==> src/sac_pkg.sv <==
`default_nettype none

package sac_pkg;

   // ----------------------------------------
   // widths
   // ----------------------------------------
   localparam int ADDR_W = 19;
   localparam int UPPER_W = 17;
   localparam int BURST_W = 2;
   localparam int LANES = 4;
   localparam int LANE_DATA_W = 8;
   localparam int LANE_W = 9;
   localparam int WORD_W = 36;

   // ----------------------------------------
   // field positions inside a lane word
   // ----------------------------------------
   localparam int LANE_PARITY_POS = 8;

   // ----------------------------------------
   // reset values
   // ----------------------------------------
   localparam logic [UPPER_W-1:0] UPPER_RST = 17'h00000;
   localparam logic [BURST_W-1:0] BURST_RST = 2'h0;
   localparam logic [LANE_W-1:0] LANE_RST = 9'h000;

   // ----------------------------------------
   // kind of the sampled cycle, gray along idle, read, write
   // ----------------------------------------
   typedef enum logic [1:0] {
      SAC_CYC_IDLE = 2'h0,
      SAC_CYC_READ = 2'h1,
      SAC_CYC_WRITE = 2'h3
   } sac_cycle_e;

endpackage : sac_pkg

`default_nettype wire

==> src/sac_capture.sv <==
// What this block does
// - Address registered only with a strobe low and all three chip selects active.
// - Two low address bits load the two-bit burst counter on every capture.
// - Active-low lane selects are sampled on the rising clock edge.
// - A lane writes when its select and byte write enable are both low, or when global write is low.
// - Global write low writes every lane regardless of selects and byte enable.
// - Each select governs exactly one lane: eight data bits plus its parity bit.
// - Each lane holds eight data bits and one parity bit, thirty-six in total.
// - With both strobes low, only the processor-side strobe is acted upon.
`timescale 1ns/1ns
`default_nettype none

module sac_capture (
   input wire logic clk,
   input wire logic rst,
   input wire logic addr_bit_zero,
   input wire logic addr_bit_one,
   input wire logic [sac_pkg::UPPER_W-1:0] addr_upper,
   input wire logic proc_addr_strobe_n,
   input wire logic ctrl_addr_strobe_n,
   input wire logic chip_sel_first_n,
   input wire logic chip_sel_second,
   input wire logic chip_sel_third_n,
   input wire logic all_lanes_write_n,
   input wire logic byte_write_enable_n,
   input wire logic lane0_write_sel_n,
   input wire logic lane1_write_sel_n,
   input wire logic lane2_write_sel_n,
   input wire logic lane3_write_sel_n,
   input wire logic [sac_pkg::LANE_DATA_W-1:0] lane0_data,
   input wire logic [sac_pkg::LANE_DATA_W-1:0] lane1_data,
   input wire logic [sac_pkg::LANE_DATA_W-1:0] lane2_data,
   input wire logic [sac_pkg::LANE_DATA_W-1:0] lane3_data,
   input wire logic lane0_parity,
   input wire logic lane1_parity,
   input wire logic lane2_parity,
   input wire logic lane3_parity,
   output logic [sac_pkg::UPPER_W-1:0] addr_held,
   output logic [sac_pkg::BURST_W-1:0] burst_count,
   output logic addr_captured,
   output logic strobe_was_proc,
   output logic [sac_pkg::LANES-1:0] lane_write_en,
   output logic [sac_pkg::WORD_W-1:0] write_word,
   output sac_pkg::sac_cycle_e cycle_kind
);

   // ----------------------------------------
   // input qualification
   // ----------------------------------------
   logic chips_selected;
   logic strobe_seen;
   logic capture;
   logic [sac_pkg::LANES-1:0] sel_n_vec;
   logic [sac_pkg::LANES-1:0] next_lane_en;
   logic [sac_pkg::LANE_DATA_W-1:0] data_vec [sac_pkg::LANES];
   logic [sac_pkg::LANES-1:0] parity_vec;

   // all three chip selects in their active state
   assign chips_selected = !chip_sel_first_n && chip_sel_second && !chip_sel_third_n;
   assign strobe_seen = !proc_addr_strobe_n || !ctrl_addr_strobe_n;
   assign capture = strobe_seen && chips_selected;

   // gather the per-lane pins for the lane loop
   assign sel_n_vec = {lane3_write_sel_n, lane2_write_sel_n, lane1_write_sel_n,
                       lane0_write_sel_n};
   assign parity_vec = {lane3_parity, lane2_parity, lane1_parity, lane0_parity};
   assign data_vec[0] = lane0_data;
   assign data_vec[1] = lane1_data;
   assign data_vec[2] = lane2_data;
   assign data_vec[3] = lane3_data;

   // ----------------------------------------
   // address and burst counter capture
   // ----------------------------------------
   // upper address held between captures
   always_ff @(posedge clk) begin
      if (rst) begin
         addr_held <= sac_pkg::UPPER_RST;
      end else if (capture) begin
         addr_held <= addr_upper;
      end
   end

   // low two bits seed the burst counter
   always_ff @(posedge clk) begin
      if (rst) begin
         burst_count <= sac_pkg::BURST_RST;
      end else if (capture) begin
         burst_count <= {addr_bit_one, addr_bit_zero};
      end
   end

   // capture flag, one cycle per accepted strobe
   always_ff @(posedge clk) begin
      if (rst) begin
         addr_captured <= 1'h0;
      end else begin
         addr_captured <= capture;
      end
   end

   // which strobe started the access; processor side has priority
   always_ff @(posedge clk) begin
      if (rst) begin
         strobe_was_proc <= 1'h0;
      end else if (capture) begin
         strobe_was_proc <= !proc_addr_strobe_n;
      end
   end

   // ----------------------------------------
   // byte lanes
   // ----------------------------------------
   // one lane controller per select, lane i to bits of lane i only
   for (genvar i = 0; i < sac_pkg::LANES; i++) begin : g_lane
      sac_lane i_sac_lane (
         .clk(clk),
         .rst(rst),
         .write_sel_n(sel_n_vec[i]),
         .byte_write_enable_n(byte_write_enable_n),
         .all_lanes_write_n(all_lanes_write_n),
         .lane_data(data_vec[i]),
         .lane_parity(parity_vec[i]),
         .next_write_en(next_lane_en[i]),
         .write_en(lane_write_en[i]),
         .lane_word(write_word[i*sac_pkg::LANE_W +: sac_pkg::LANE_W])
      );
   end

   // ----------------------------------------
   // cycle kind
   // ----------------------------------------
   // no enabled lane leaves the array alone and reads
   always_ff @(posedge clk) begin
      if (rst) begin
         cycle_kind <= sac_pkg::SAC_CYC_IDLE;
      end else begin
         case (|next_lane_en)
            1'h1: cycle_kind <= sac_pkg::SAC_CYC_WRITE;
            1'h0: cycle_kind <= sac_pkg::SAC_CYC_READ;
            default: cycle_kind <= sac_pkg::SAC_CYC_IDLE;
         endcase
      end
   end

   // ----------------------------------------
   // checks
   // ----------------------------------------
   property p_capture_taken;
      @(posedge clk) disable iff (rst)
      capture |=> addr_captured && addr_held == $past(addr_upper);
   endproperty
   a_capture_taken: assert property (p_capture_taken)
      else $error("address not captured on qualified strobe");

   property p_no_capture;
      @(posedge clk) disable iff (rst)
      !(strobe_seen && chips_selected) |=> !addr_captured && $stable(addr_held);
   endproperty
   a_no_capture: assert property (p_no_capture)
      else $error("address changed without qualified strobe");

   property p_counter_load;
      @(posedge clk) disable iff (rst)
      capture |=> burst_count == $past({addr_bit_one, addr_bit_zero}) ##1
         (addr_captured || $stable(burst_count));
   endproperty
   a_counter_load: assert property (p_counter_load)
      else $error("burst counter not loaded from low address bits");

   property p_select_sampled;
      @(posedge clk) disable iff (rst)
      (all_lanes_write_n && !byte_write_enable_n) |=> lane_write_en == ~$past(sel_n_vec);
   endproperty
   a_select_sampled: assert property (p_select_sampled)
      else $error("lane enables do not follow sampled selects");

   property p_byte_enable_gate;
      @(posedge clk) disable iff (rst)
      (all_lanes_write_n && byte_write_enable_n) |=> lane_write_en == 4'h0;
   endproperty
   a_byte_enable_gate: assert property (p_byte_enable_gate)
      else $error("lane written without byte write enable");

   property p_global_write;
      @(posedge clk) disable iff (rst)
      !all_lanes_write_n |=> lane_write_en == 4'hf && cycle_kind == sac_pkg::SAC_CYC_WRITE;
   endproperty
   a_global_write: assert property (p_global_write)
      else $error("global write did not enable all lanes");

   property p_lane_map;
      @(posedge clk) disable iff (rst)
      (!all_lanes_write_n || (!byte_write_enable_n && !lane2_write_sel_n)) |=>
         write_word[26:18] == $past({lane2_parity, lane2_data});
   endproperty
   a_lane_map: assert property (p_lane_map)
      else $error("lane two data or parity misrouted");

   property p_lane_hold;
      @(posedge clk) disable iff (rst)
      (all_lanes_write_n && (byte_write_enable_n || lane1_write_sel_n)) |=>
         $stable(write_word[17:9]) && !lane_write_en[1];
   endproperty
   a_lane_hold: assert property (p_lane_hold)
      else $error("unselected lane word changed");

   property p_proc_priority;
      @(posedge clk) disable iff (rst)
      (!proc_addr_strobe_n && !ctrl_addr_strobe_n && chips_selected) |=> strobe_was_proc;
   endproperty
   a_proc_priority: assert property (p_proc_priority)
      else $error("controller strobe won over processor strobe");

   property p_read_cycle;
      @(posedge clk) disable iff (rst)
      (all_lanes_write_n && (byte_write_enable_n || &sel_n_vec)) |=>
         cycle_kind == sac_pkg::SAC_CYC_READ && $stable(write_word);
   endproperty
   a_read_cycle: assert property (p_read_cycle)
      else $error("non-write cycle not treated as read");

   c_proc_capture: cover property (@(posedge clk) disable iff (rst)
      capture && !proc_addr_strobe_n ##1 addr_captured);
   c_ctrl_capture: cover property (@(posedge clk) disable iff (rst)
      capture && proc_addr_strobe_n ##1 !strobe_was_proc);
   c_partial_write: cover property (@(posedge clk) disable iff (rst)
      all_lanes_write_n ##1 lane_write_en == 4'h5);
   c_global_write: cover property (@(posedge clk) disable iff (rst)
      !all_lanes_write_n && !byte_write_enable_n ##1 lane_write_en == 4'hf);

endmodule : sac_capture

`default_nettype wire

==> src/sac_lane.sv <==
`timescale 1ns/1ns
`default_nettype none

module sac_lane (
   input wire logic clk,
   input wire logic rst,
   input wire logic write_sel_n,
   input wire logic byte_write_enable_n,
   input wire logic all_lanes_write_n,
   input wire logic [sac_pkg::LANE_DATA_W-1:0] lane_data,
   input wire logic lane_parity,
   output logic next_write_en,
   output logic write_en,
   output logic [sac_pkg::LANE_W-1:0] lane_word
);

   // ----------------------------------------
   // lane write decision
   // ----------------------------------------
   // global write wins, else select qualified by byte write enable
   always_comb begin
      next_write_en = !all_lanes_write_n || (!byte_write_enable_n && !write_sel_n);
   end

   // ----------------------------------------
   // lane registers
   // ----------------------------------------
   // write strobe taken on the rising edge
   always_ff @(posedge clk) begin
      if (rst) begin
         write_en <= 1'h0;
      end else begin
         write_en <= next_write_en;
      end
   end

   // data and parity travel together under one select
   always_ff @(posedge clk) begin
      if (rst) begin
         lane_word <= sac_pkg::LANE_RST;
      end else if (next_write_en) begin
         lane_word <= {lane_parity, lane_data};
      end
   end

endmodule : sac_lane

`default_nettype wire

==> config.mk <==
export PLATFORM = sky130hd
export DESIGN_NAME = sac_capture
export DESIGN_NICKNAME = d
export VERILOG_FILES = /design/src/sac_pkg.sv /design/src/sac_capture.sv /design/src/sac_lane.sv
export SDC_FILE = /design/constraint.sdc
export NUM_CORES = 1
export LEC_CHECK = 0
export BUFFER_PORTS_ARGS = -buffer_cell sky130_fd_sc_hd__buf_2
export CAP_MARGIN = 10
export CORE_ASPECT_RATIO = 1.1
export CORE_MARGIN = 2
export CORE_UTILIZATION = 45
export DETAILED_ROUTE_END_ITERATION = 12
export PLACE_DENSITY = 0.81
export SYNTH_ARGS = -nofsm -noshare
export SYNTH_HDL_FRONTEND = slang
export SYNTH_SLANG_ARGS = --single-unit
==> constraint.sdc <==
create_clock -name clk -period 2.3 [get_ports clk]
set_input_delay 0.23 -clock clk [delete_from_list [all_inputs] [get_ports clk]]
set_output_delay 0.23 -clock clk [all_outputs]
set_load 0.03 [all_outputs]
# Yosys cells after proc, flatten, opt, wreduce, memory -nomap -nowiden
# Index checks and enable logic that the tools add are counted.
# Widths: inputs -> output; s select.
# op_classes
muxes,1
bitwise_logic,1
reduce_logical,23
# ops
operator,n
$logic_not 1->1,10
$logic_and 1x1->1,7
$logic_or 1x1->1,5
$pmux 2 s2,1
$reduce_or 4->1,1
$not 1->1,1
# totals
regBits,63
in_bits,68

# Depth between registers and ports, before layout
# Gate-level depths: netlist of the first run.
# depth
depth_word,6
ltp_mapped,5
ltp_nobuf,3

# By module
# From an unflattened synthesis of the first run, not the netlist that was laid out.
# unflattened
cells_unflattened,267
hier_area_um2,2693.8
# modules_own_cells
mod,n_inst,cells_each,area_per_inst_um2,seq_area_each_um2
sac_lane,4,43,445.4,200.2
sac_capture,1,95,912.1,460.4

# Least setup slack after synthesis of the first run
# OpenSTA, ideal clock, no wires.
# synth_path
path_kind,input port to flip-flop
start,input chip_sel_first_n
end,register addr_held[10] (netlist bit)
setup_time_ns,0.072
arrival_ns,1.124
required_ns,2.228
path_slack_ns,1.104
path_stages,4
n_path_buf,1
cell_sequence,or3b_4 > a21oi_4 > buf_12 > mux2i_1
# synth_between
elab_chain_len,4
# synth_lines
item,line,rtl
from (decl),sac_capture.sv:21,"input wire logic chip_sel_first_n,"
$logic_not 1->1,sac_capture.sv:59,assign chips_selected = !chip_sel_first_n && chip_sel_second && !chip_sel_third_n;
$logic_and 1x1->1 (2 in series),sac_capture.sv:59,
$logic_and 1x1->1,sac_capture.sv:61,assign capture = strobe_seen && chips_selected;
to (signal assigned),sac_capture.sv:78,addr_held <= sac_pkg::UPPER_RST;
to (signal assigned),sac_capture.sv:80,addr_held <= addr_upper;
to (decl),sac_capture.sv:38,"output logic [sac_pkg::UPPER_W-1:0] addr_held,"
# No other way between the ends.
# A chain may end at the register's enable or synchronous reset.

# Final worst setup path of the first run
# layout_path
start,input chip_sel_first_n
end,register addr_held[9] (netlist bit)
# Same word-level chain as after synthesis.

==> flow_metrics.py, run 1 <==
metrics = {
    "outcome": {
        "status": "completed",
    },
    "route": {
        "drt-pass1-iter-count": 4,
        "wl_mm": 5.25,
        "route.detailed.drc": 0,
        "via_count": 2078,
        "drt_iter0_drc": 101,
        "detail_route.wl_per_cell_um": 11.9,
        "antenna_left": 0,
        "via_per_inst": 4.73,
    },
    "grt": {
        "overflow": 0,
        "grt_usage_pct": 18.5,
        "grt_max_degree": 43,
        "antenna_found_initial": 0,
        "grt_first_pass_wirelength_mm": 8.34,
        "grt_pass1_vias": 1944,
    },
    "job": {
        "drv_cap": 0,
    },
    "setup_path": {
        "startpoint": "chip_sel_first_n",
        "worstPathArrival_ns": 1.40,
        "crit_type": "in -> reg",
        "crit_path_start_kind": "input port",
        "reg2reg_from": "g_lane[0].i_sac_lane.lane_word[1]",
        "worst_setup_path_end_kind": "flop",
        "crit_chain": "buf_2 > or3b_4 > a21oi_4 > buf_4 > mux2i_1",
        "cpMaxStageDelayCell": "or3b_4",
        "r2r_end": "g_lane[0].i_sac_lane.lane_word[1]",
        "rrSetupSlack_ns": 1.68,
        "rr_worst_depth": 2,
        "slowest_delay_ns": 0.41,
        "crit_fanout": 20,
        "cp.required_ns": 2.56,
    },
    "synth": {
        "synth_nets": 318,
        "synth_cells": 250,
        "syn_area_sq_um": 2330,
        "synth-seq-area-share_pct": 54.1,
        "yosys_warnings": 0,
        "ys_seq_elements": 63,
        "syn_area_per_cell_sq_um": 9.32,
        "synth.distinct_cells": 18,
    },
    "sta": {
        "clock-skew-final_ns": 0,
        "setup_viol": 0,
        "drv_slew": 0,
        "hold_viol": 0,
        "worstMarginPinSlew_ns": 0.445,
        "rsz0062_at_grt": "no",
        "fin_crit_ns": 1.14,
        "max_slew_margin_pct": 70.3,
        "period_share_pct": 49.6,
        "fmax_ghz": 0.877,
        "tns_ns": 0,
    },
    "clock_tree": {
        "clock_latency_ns": 0.32,
        "cts_setup_buffers": 0,
        "hold_buffers": 0,
        "cts_buffer_depth": 2,
        "clock-root-buffer": "clkbuf_8",
        "path_clk_slew_ns": 0.07,
        "cts_tree": "built",
        "htree_levels": 3,
        "cts_resized": 0,
        "cts.sinks": 63,
        "cts_buffers": 9,
    },
    "floorplan": {
        "die-area_sq_um": 5770,
        "rows": 27,
        "pin_count": 131,
        "coreArea_sq_um": 5000,
        "start_util_pct": 46.6,
        "die_y_um": 79.5,
        "die_x_um": 72.6,
    },
    "pwr": {
        "seq_power_share_pct": 46.3,
        "clkPwrFrac_pct": 38.8,
        "switching_share_pct": 26.3,
        "power_frac_comb_pct": 15.0,
        "ir_drop_mv": 0.597,
        "p_leak_nw": 1.63,
        "p_int_mw": 1.87,
        "power.density_nw_per_um2": 802,
        "p_sw_mw": 0.667,
    },
    "final_layout": {
        "drive_above_1_share_pct": 40.7,
        "nets": 444,
        "area_growth_pct": 35.9,
        "final_core_util_pct": 63.3,
        "n_antenna_cell": 0,
        "final_cells": 439,
    },
    "min_path": {
        "holdCritStartpoint": "lane0_data[3]",
        "hp-class": "in -> reg",
        "min_to": "g_lane[0].i_sac_lane.lane_word[3]",
        "min_path_cells": 3,
    },
    "place": {
        "io_buffers": 130,
        "hpwl_mm": 3.80,
        "dp_cells": 423,
        "place_congestion": 0.719,
    },
}
==> critical path, delay by kind of cell <==
kind	cells	cell delay [ns]
AOI/OAI and AO/OA	1	0.11
buffers and inverters	2	0.42
muxes	1	0.23
and+or+nand+nor	1	0.41
==> Yosys cell counts <==
library cell	number	share of area (%)
nand2_1	74	12
dfxtp_1	63	54
mux2i_1	37	16
nor2_1	21	3.4
a21oi_1	20	4.3
clkbuf_1	9	1.4
buf_4	6	1.9
and2_1	3	0.81
buf_2	3	0.64
o21ai_0	3	0.64
buf_12	2	1.7
o21a_1	2	0.64
o21ai_2	2	0.75
a21oi_4	1	0.70
clkinv_1	1	0.16
nor3_1	1	0.21
or2_2	1	0.27
or3b_4	1	0.48
==> layout make-up <==
class / instances / area [sq um]
timing repair buffer: 135 / 688
multi-input combinational: 166 / 932
clock buffer: 13 / 169
clock inverter: 3 / 40.0
inverter: 1 / 3.75
fill: 430 / 1830
sequential: 63 / 1260
tap: 58 / 72.6
==> metrics by stage <==
| stage | setup WS (ns) | instance area, sq um | hold WS, ns | power [mW] |
|---|---|---|---|---|
| after floorplan | 1.10 | 2330 | 0.370 | 1.45 |
| after global placement | 0.864 | 2960 | 0.435 | 1.57 |
| after detailed placement | 0.825 | 2960 | 0.440 | 1.58 |
| after CTS | 1.17 | 3170 | 0.122 | 2.57 |
| after global routing | 1.08 | 3170 | 0.131 | 2.64 |
| final | 1.16 | 3170 | 0.138 | 2.54 |
==> cell usage in the layout (no fill, tap or decap) <==
cell,count
buf_2,130
nand2_1,74
dfxtp_1,63
mux2i_1,37
nor2_1,21
a21oi_1,20
clkbuf_8,12
buf_4,5
and2_1,3
o21ai_1,2
o21a_1,2
o21ai_2,2
clkinv_2,2
clkinv_1,1
or3b_4,1
a21oi_4,1
o21ai_0,1
or2_2,1
nor3_1,1
clkbuf_1,1
bufinv_16,1
==> cells by family after synthesis <==
logic type	count (synthesis)	synth area share, %
buffers and inverters	21	5.90
and+or+nand+nor	101	17.1
muxes	37	15.9
DFF	63	54.1
AOI/OAI and AO/OA	28	7.03
==> routing by layer <==
metal | global-route usage (%) | share of wire [%] | vias up
met5 | 0 | 0 | -
met4 | 10.0 | 1.3 | 0
li1 | - | - | 1057
met2 | 31.4 | 47 | 86
met3 | 4.42 | 7.5 | 6
met1 | 21.3 | 44 | 929
==> worst max-delay path by stage <==
stage                                to  slack (ns)  depth (start not counted)
final                      addr_held[9]        1.16                          5
after global routing      addr_held[15]        1.08                          5
after CTS                 addr_held[13]        1.17                          1
after detailed placement  addr_held[15]        0.82                          5
after global placement    addr_held[10]        0.86                          5
after floorplan           addr_held[10]        1.10                          4
==> power groups by stage <==
stage / logic, mW / clock network [mW] / registers (mW)
2_1_floorplan: 0.146 / 0 / 1.31
3_5_place_dp: 0.383 / 0 / 1.20
3_3_place_gp: 0.376 / 0 / 1.20
5_1_grt: 0.413 / 1.05 / 1.18
4_1_cts: 0.383 / 1.01 / 1.18
6_report: 0.380 / 0.985 / 1.18
==> state kept, by name (all words and copies together) (netlist names) <==
register                     flops
g_lane.i_sac_lane.lane_word     36
addr_captured                    1
cycle_kind                       2
addr_held                       17
burst_count                      2
g_lane.i_sac_lane.write_en       4
strobe_was_proc                  1
Power figures use the tool's default switching activity.
==> run 2: changes to the inputs <==
Settings changed: ABC_AREA set to 1, CORE_UTILIZATION 45 to 40, PLACE_DENSITY 0.81 to 0.75.
Clock period 2.3 ns to 1 ns, I/O delays scaled along.
==> run 2 against run 1 <==
Final cell count increased by 29%. Utilization increased by 1.9 points. Largest cell class unchanged. Non-clock buffer count increased by 41. Critical endpoint is now write_word[20]. Synthesized cell count increased by 27%. Critical path depth decreased by 4. Final area increased by 20%. Area after synthesis increased by 5.5%. Power increased by 150%. Via count increased by 28%. First-iteration DRC count increased by 13%.
==> flow_metrics.py, run 2 <==
metrics = {
    "clock_tree": {
        "clock_latency_ns": 0.32,
        "cts_buffer_depth": 2,
        "cts_tree": "built",
        "cts.sinks": 63,
        "clock-root-buffer": "clkbuf_8",
        "htree_levels": 3,
        "path_clk_slew_ns": 0.07,
        "cts_buffers": 9,
    },
    "sta": {
        "clock-skew-final_ns": 0,
        "hold_viol": 0,
        "max_slew_margin_pct": 84.8,
        "period_share_pct": 98.8,
        "fin_ws_ns": 0.0123,
        "drv_slew": 0,
        "fin_hold_ws_ns": 0.0100,
        "fin_crit_ns": 0.988,
        "setup_viol": 0,
        "fmax_ghz": 1.01,
        "worstMarginPinSlew_ns": 0.226,
    },
    "floorplan": {
        "die_x_um": 78.8,
        "start_util_pct": 42.1,
        "die_y_um": 86.2,
        "rows": 29,
        "pin_count": 131,
        "coreArea_sq_um": 5840,
        "die-area_sq_um": 6790,
    },
    "setup_path": {
        "crit_path_start_kind": "flop",
        "path_delay_family": "flip-flops",
        "crit_fanout": 2,
        "slowest_delay_ns": 0.35,
        "cpMaxStageDelayCell": "dfxtp_1",
        "crit_type": "reg -> out",
        "cp.required_ns": 0.90,
        "rrSetupSlack_ns": 0.23,
        "crit_chain": "buf_2",
        "worst_setup_path_end_kind": "output pin",
        "worstPathArrival_ns": 0.89,
        "path_buf_inv": 1,
    },
    "final_layout": {
        "largest_registers": "g_lane.i_sac_lane.lane_word x36, addr_held x17, g_lane.i_sac_lane.write_en x4",
        "drive_above_1_share_pct": 37.0,
        "top_register": "g_lane.i_sac_lane.lane_word",
        "area_growth_pct": 54.9,
        "nets": 553,
        "largest_register_ffs": 36,
        "n_antenna_cell": 0,
        "design_area_sq_um": 3810,
        "final_common_cell": "nor2_1",
        "most-common-layout-cells": "nor2_1, buf_2, dfxtp_1, dlygate4sd3_1, buf_4",
        "final_core_util_pct": 65.2,
    },
    "pwr": {
        "ir_drop_mv": 1.33,
        "clkPwrFrac_pct": 35.3,
        "seq_power_share_pct": 44.2,
        "power_frac_comb_pct": 20.5,
        "p_leak_nw": 1.96,
        "switching_share_pct": 28.8,
        "p_sw_mw": 1.80,
        "power_mw": 6.27,
        "power.density_nw_per_um2": 1640,
        "p_int_mw": 4.46,
    },
    "grt": {
        "grt_first_pass_wirelength_mm": 11.1,
        "met3_usage_pct": 6.25,
        "grt_max_degree": 34,
        "grt_pass1_vias": 2522,
        "use_met2_pct": 35.2,
        "grt_usage_pct": 20.8,
        "overflow": 0,
        "antenna_found_initial": 0,
        "grt-busiest-layer": "met2",
        "use_met1_pct": 23.6,
    },
    "synth": {
        "yosysMostFrequentCell": "nor2_1",
        "syn_area_sq_um": 2460,
        "synth_compound_area_share_pct": 11.0,
        "async_flop_share_pct": 0,
        "synth_area_leaders": "dfxtp_1, nor2_1, nand4_1, o21ai_0, inv_1",
        "synth_adder_area_share_pct": 0,
        "synth.distinct_cells": 20,
        "synth_top_area_share_pct": 51.3,
        "yosys_warnings": 0,
        "ys_top_cells_by_count": "nor2_1, dfxtp_1, inv_1, nand2_1, nand4_1",
        "synthXorXnorAreaFrac_pct": 0,
        "synth-seq-area-share_pct": 51.3,
        "synth.area.mux_share_pct": 0,
        "synth_nets": 385,
        "synth_cells": 317,
        "yosys.area_share.simple_pct": 28.1,
        "synth-main-ff-cell": "dfxtp_1",
        "synth_edf_count": 0,
        "yosys.area.top_type": "dfxtp_1",
        "ys_seq_elements": 63,
        "syn_area_per_cell_sq_um": 7.76,
        "synth_top_family_by_area": "simple AND/OR/NAND/NOR gates",
    },
    "route": {
        "antenna_left": 0,
        "wl_mm": 7.21,
        "via_count": 2651,
        "via_per_inst": 4.68,
        "route.detailed.drc": 0,
        "drt_iter0_drc": 114,
        "drt-pass1-iter-count": 4,
        "detail_route.wl_per_cell_um": 12.7,
    },
    "min_path": {
        "hp-class": "in -> reg",
    },
    "place": {
        "io_buffers": 130,
        "dp_slack_ns": 0.0384,
        "hpwl_mm": 4.40,
        "place_area_sq_um": 3210,
        "place_congestion": 0.740,
    },
    "job": {
        "drv_cap": 0,
    },
    "outcome": {
        "status": "completed",
    },
}
## run 2: per-layer routing
metal	part of all wire [%]	up-vias
li1	-	1331
met1	40	1159
met2	48	135
met3	8.4	26
met4	3.4	0
met5	0	-
## run 2: area by class of cell
class / instances / area (sq um)
multi-input cells: 205 / 962
fillers: 496 / 2030
clock buffers: 12 / 155
repair buffers: 176 / 1180
flip-flops and latches: 63 / 1260
well taps: 77 / 96.3
clock inverters: 3 / 42.5
inverters: 30 / 114
## run 2: logic make-up after synthesis
group	after synthesis
AND/OR/NAND/NOR	163
flip-flops	63
buffers and inverters	49
AO/OA/AOI/OAI	42
## run 2: final timing paths
path                                     start                                end  cells past startpoint
max          g_lane[2].i_sac_lane.lane_word[2]                     write_word[20]                      1
min                               lane0_parity  g_lane[0].i_sac_lane.lane_word[8]                      3
max reg2reg  g_lane[2].i_sac_lane.lane_word[6]  g_lane[2].i_sac_lane.lane_word[6]                      2
min reg2reg                      addr_held[11]                      addr_held[11]                      2
## run 2: what timing repair did
| item | CTS | global route |
|---|---|---|
| setup buffers | 0 | 0 |
| resized for setup | 6 | 37 |
| hold buffers | 32 | 0 |
| endpoints found under the hold margin | 32 | 0 |
| endpoints found under the setup margin | 6 | 25 |
| pin swaps | 0 | 0 |
## run 2: worst register-to-register path: stages (launching register included)
cell and delay (ns):
dfxtp_1 0.33, o21ai_0 0.23, nor2_1 0.10
## run 2: power groups by stage
stage	registers, mW	logic, mW	clock network, mW
after floorplan	3.12	0.412	0
after global placement	2.81	1.11	0
after detailed placement	2.81	1.13	0
after CTS	2.76	1.23	2.25
after global routing	2.78	1.39	2.37
final	2.77	1.29	2.21
## run 2: per-stage QoR
| step | setup TNS (ns) | instances |
|---|---|---|
| global route | -0.0698 | 566 |
| floorplan | 0 | 317 |
| CTS | 0 | 566 |
| detailed placement | 0 | 519 |
| finish | 0 | 566 |
| global placement | 0 | 519 |
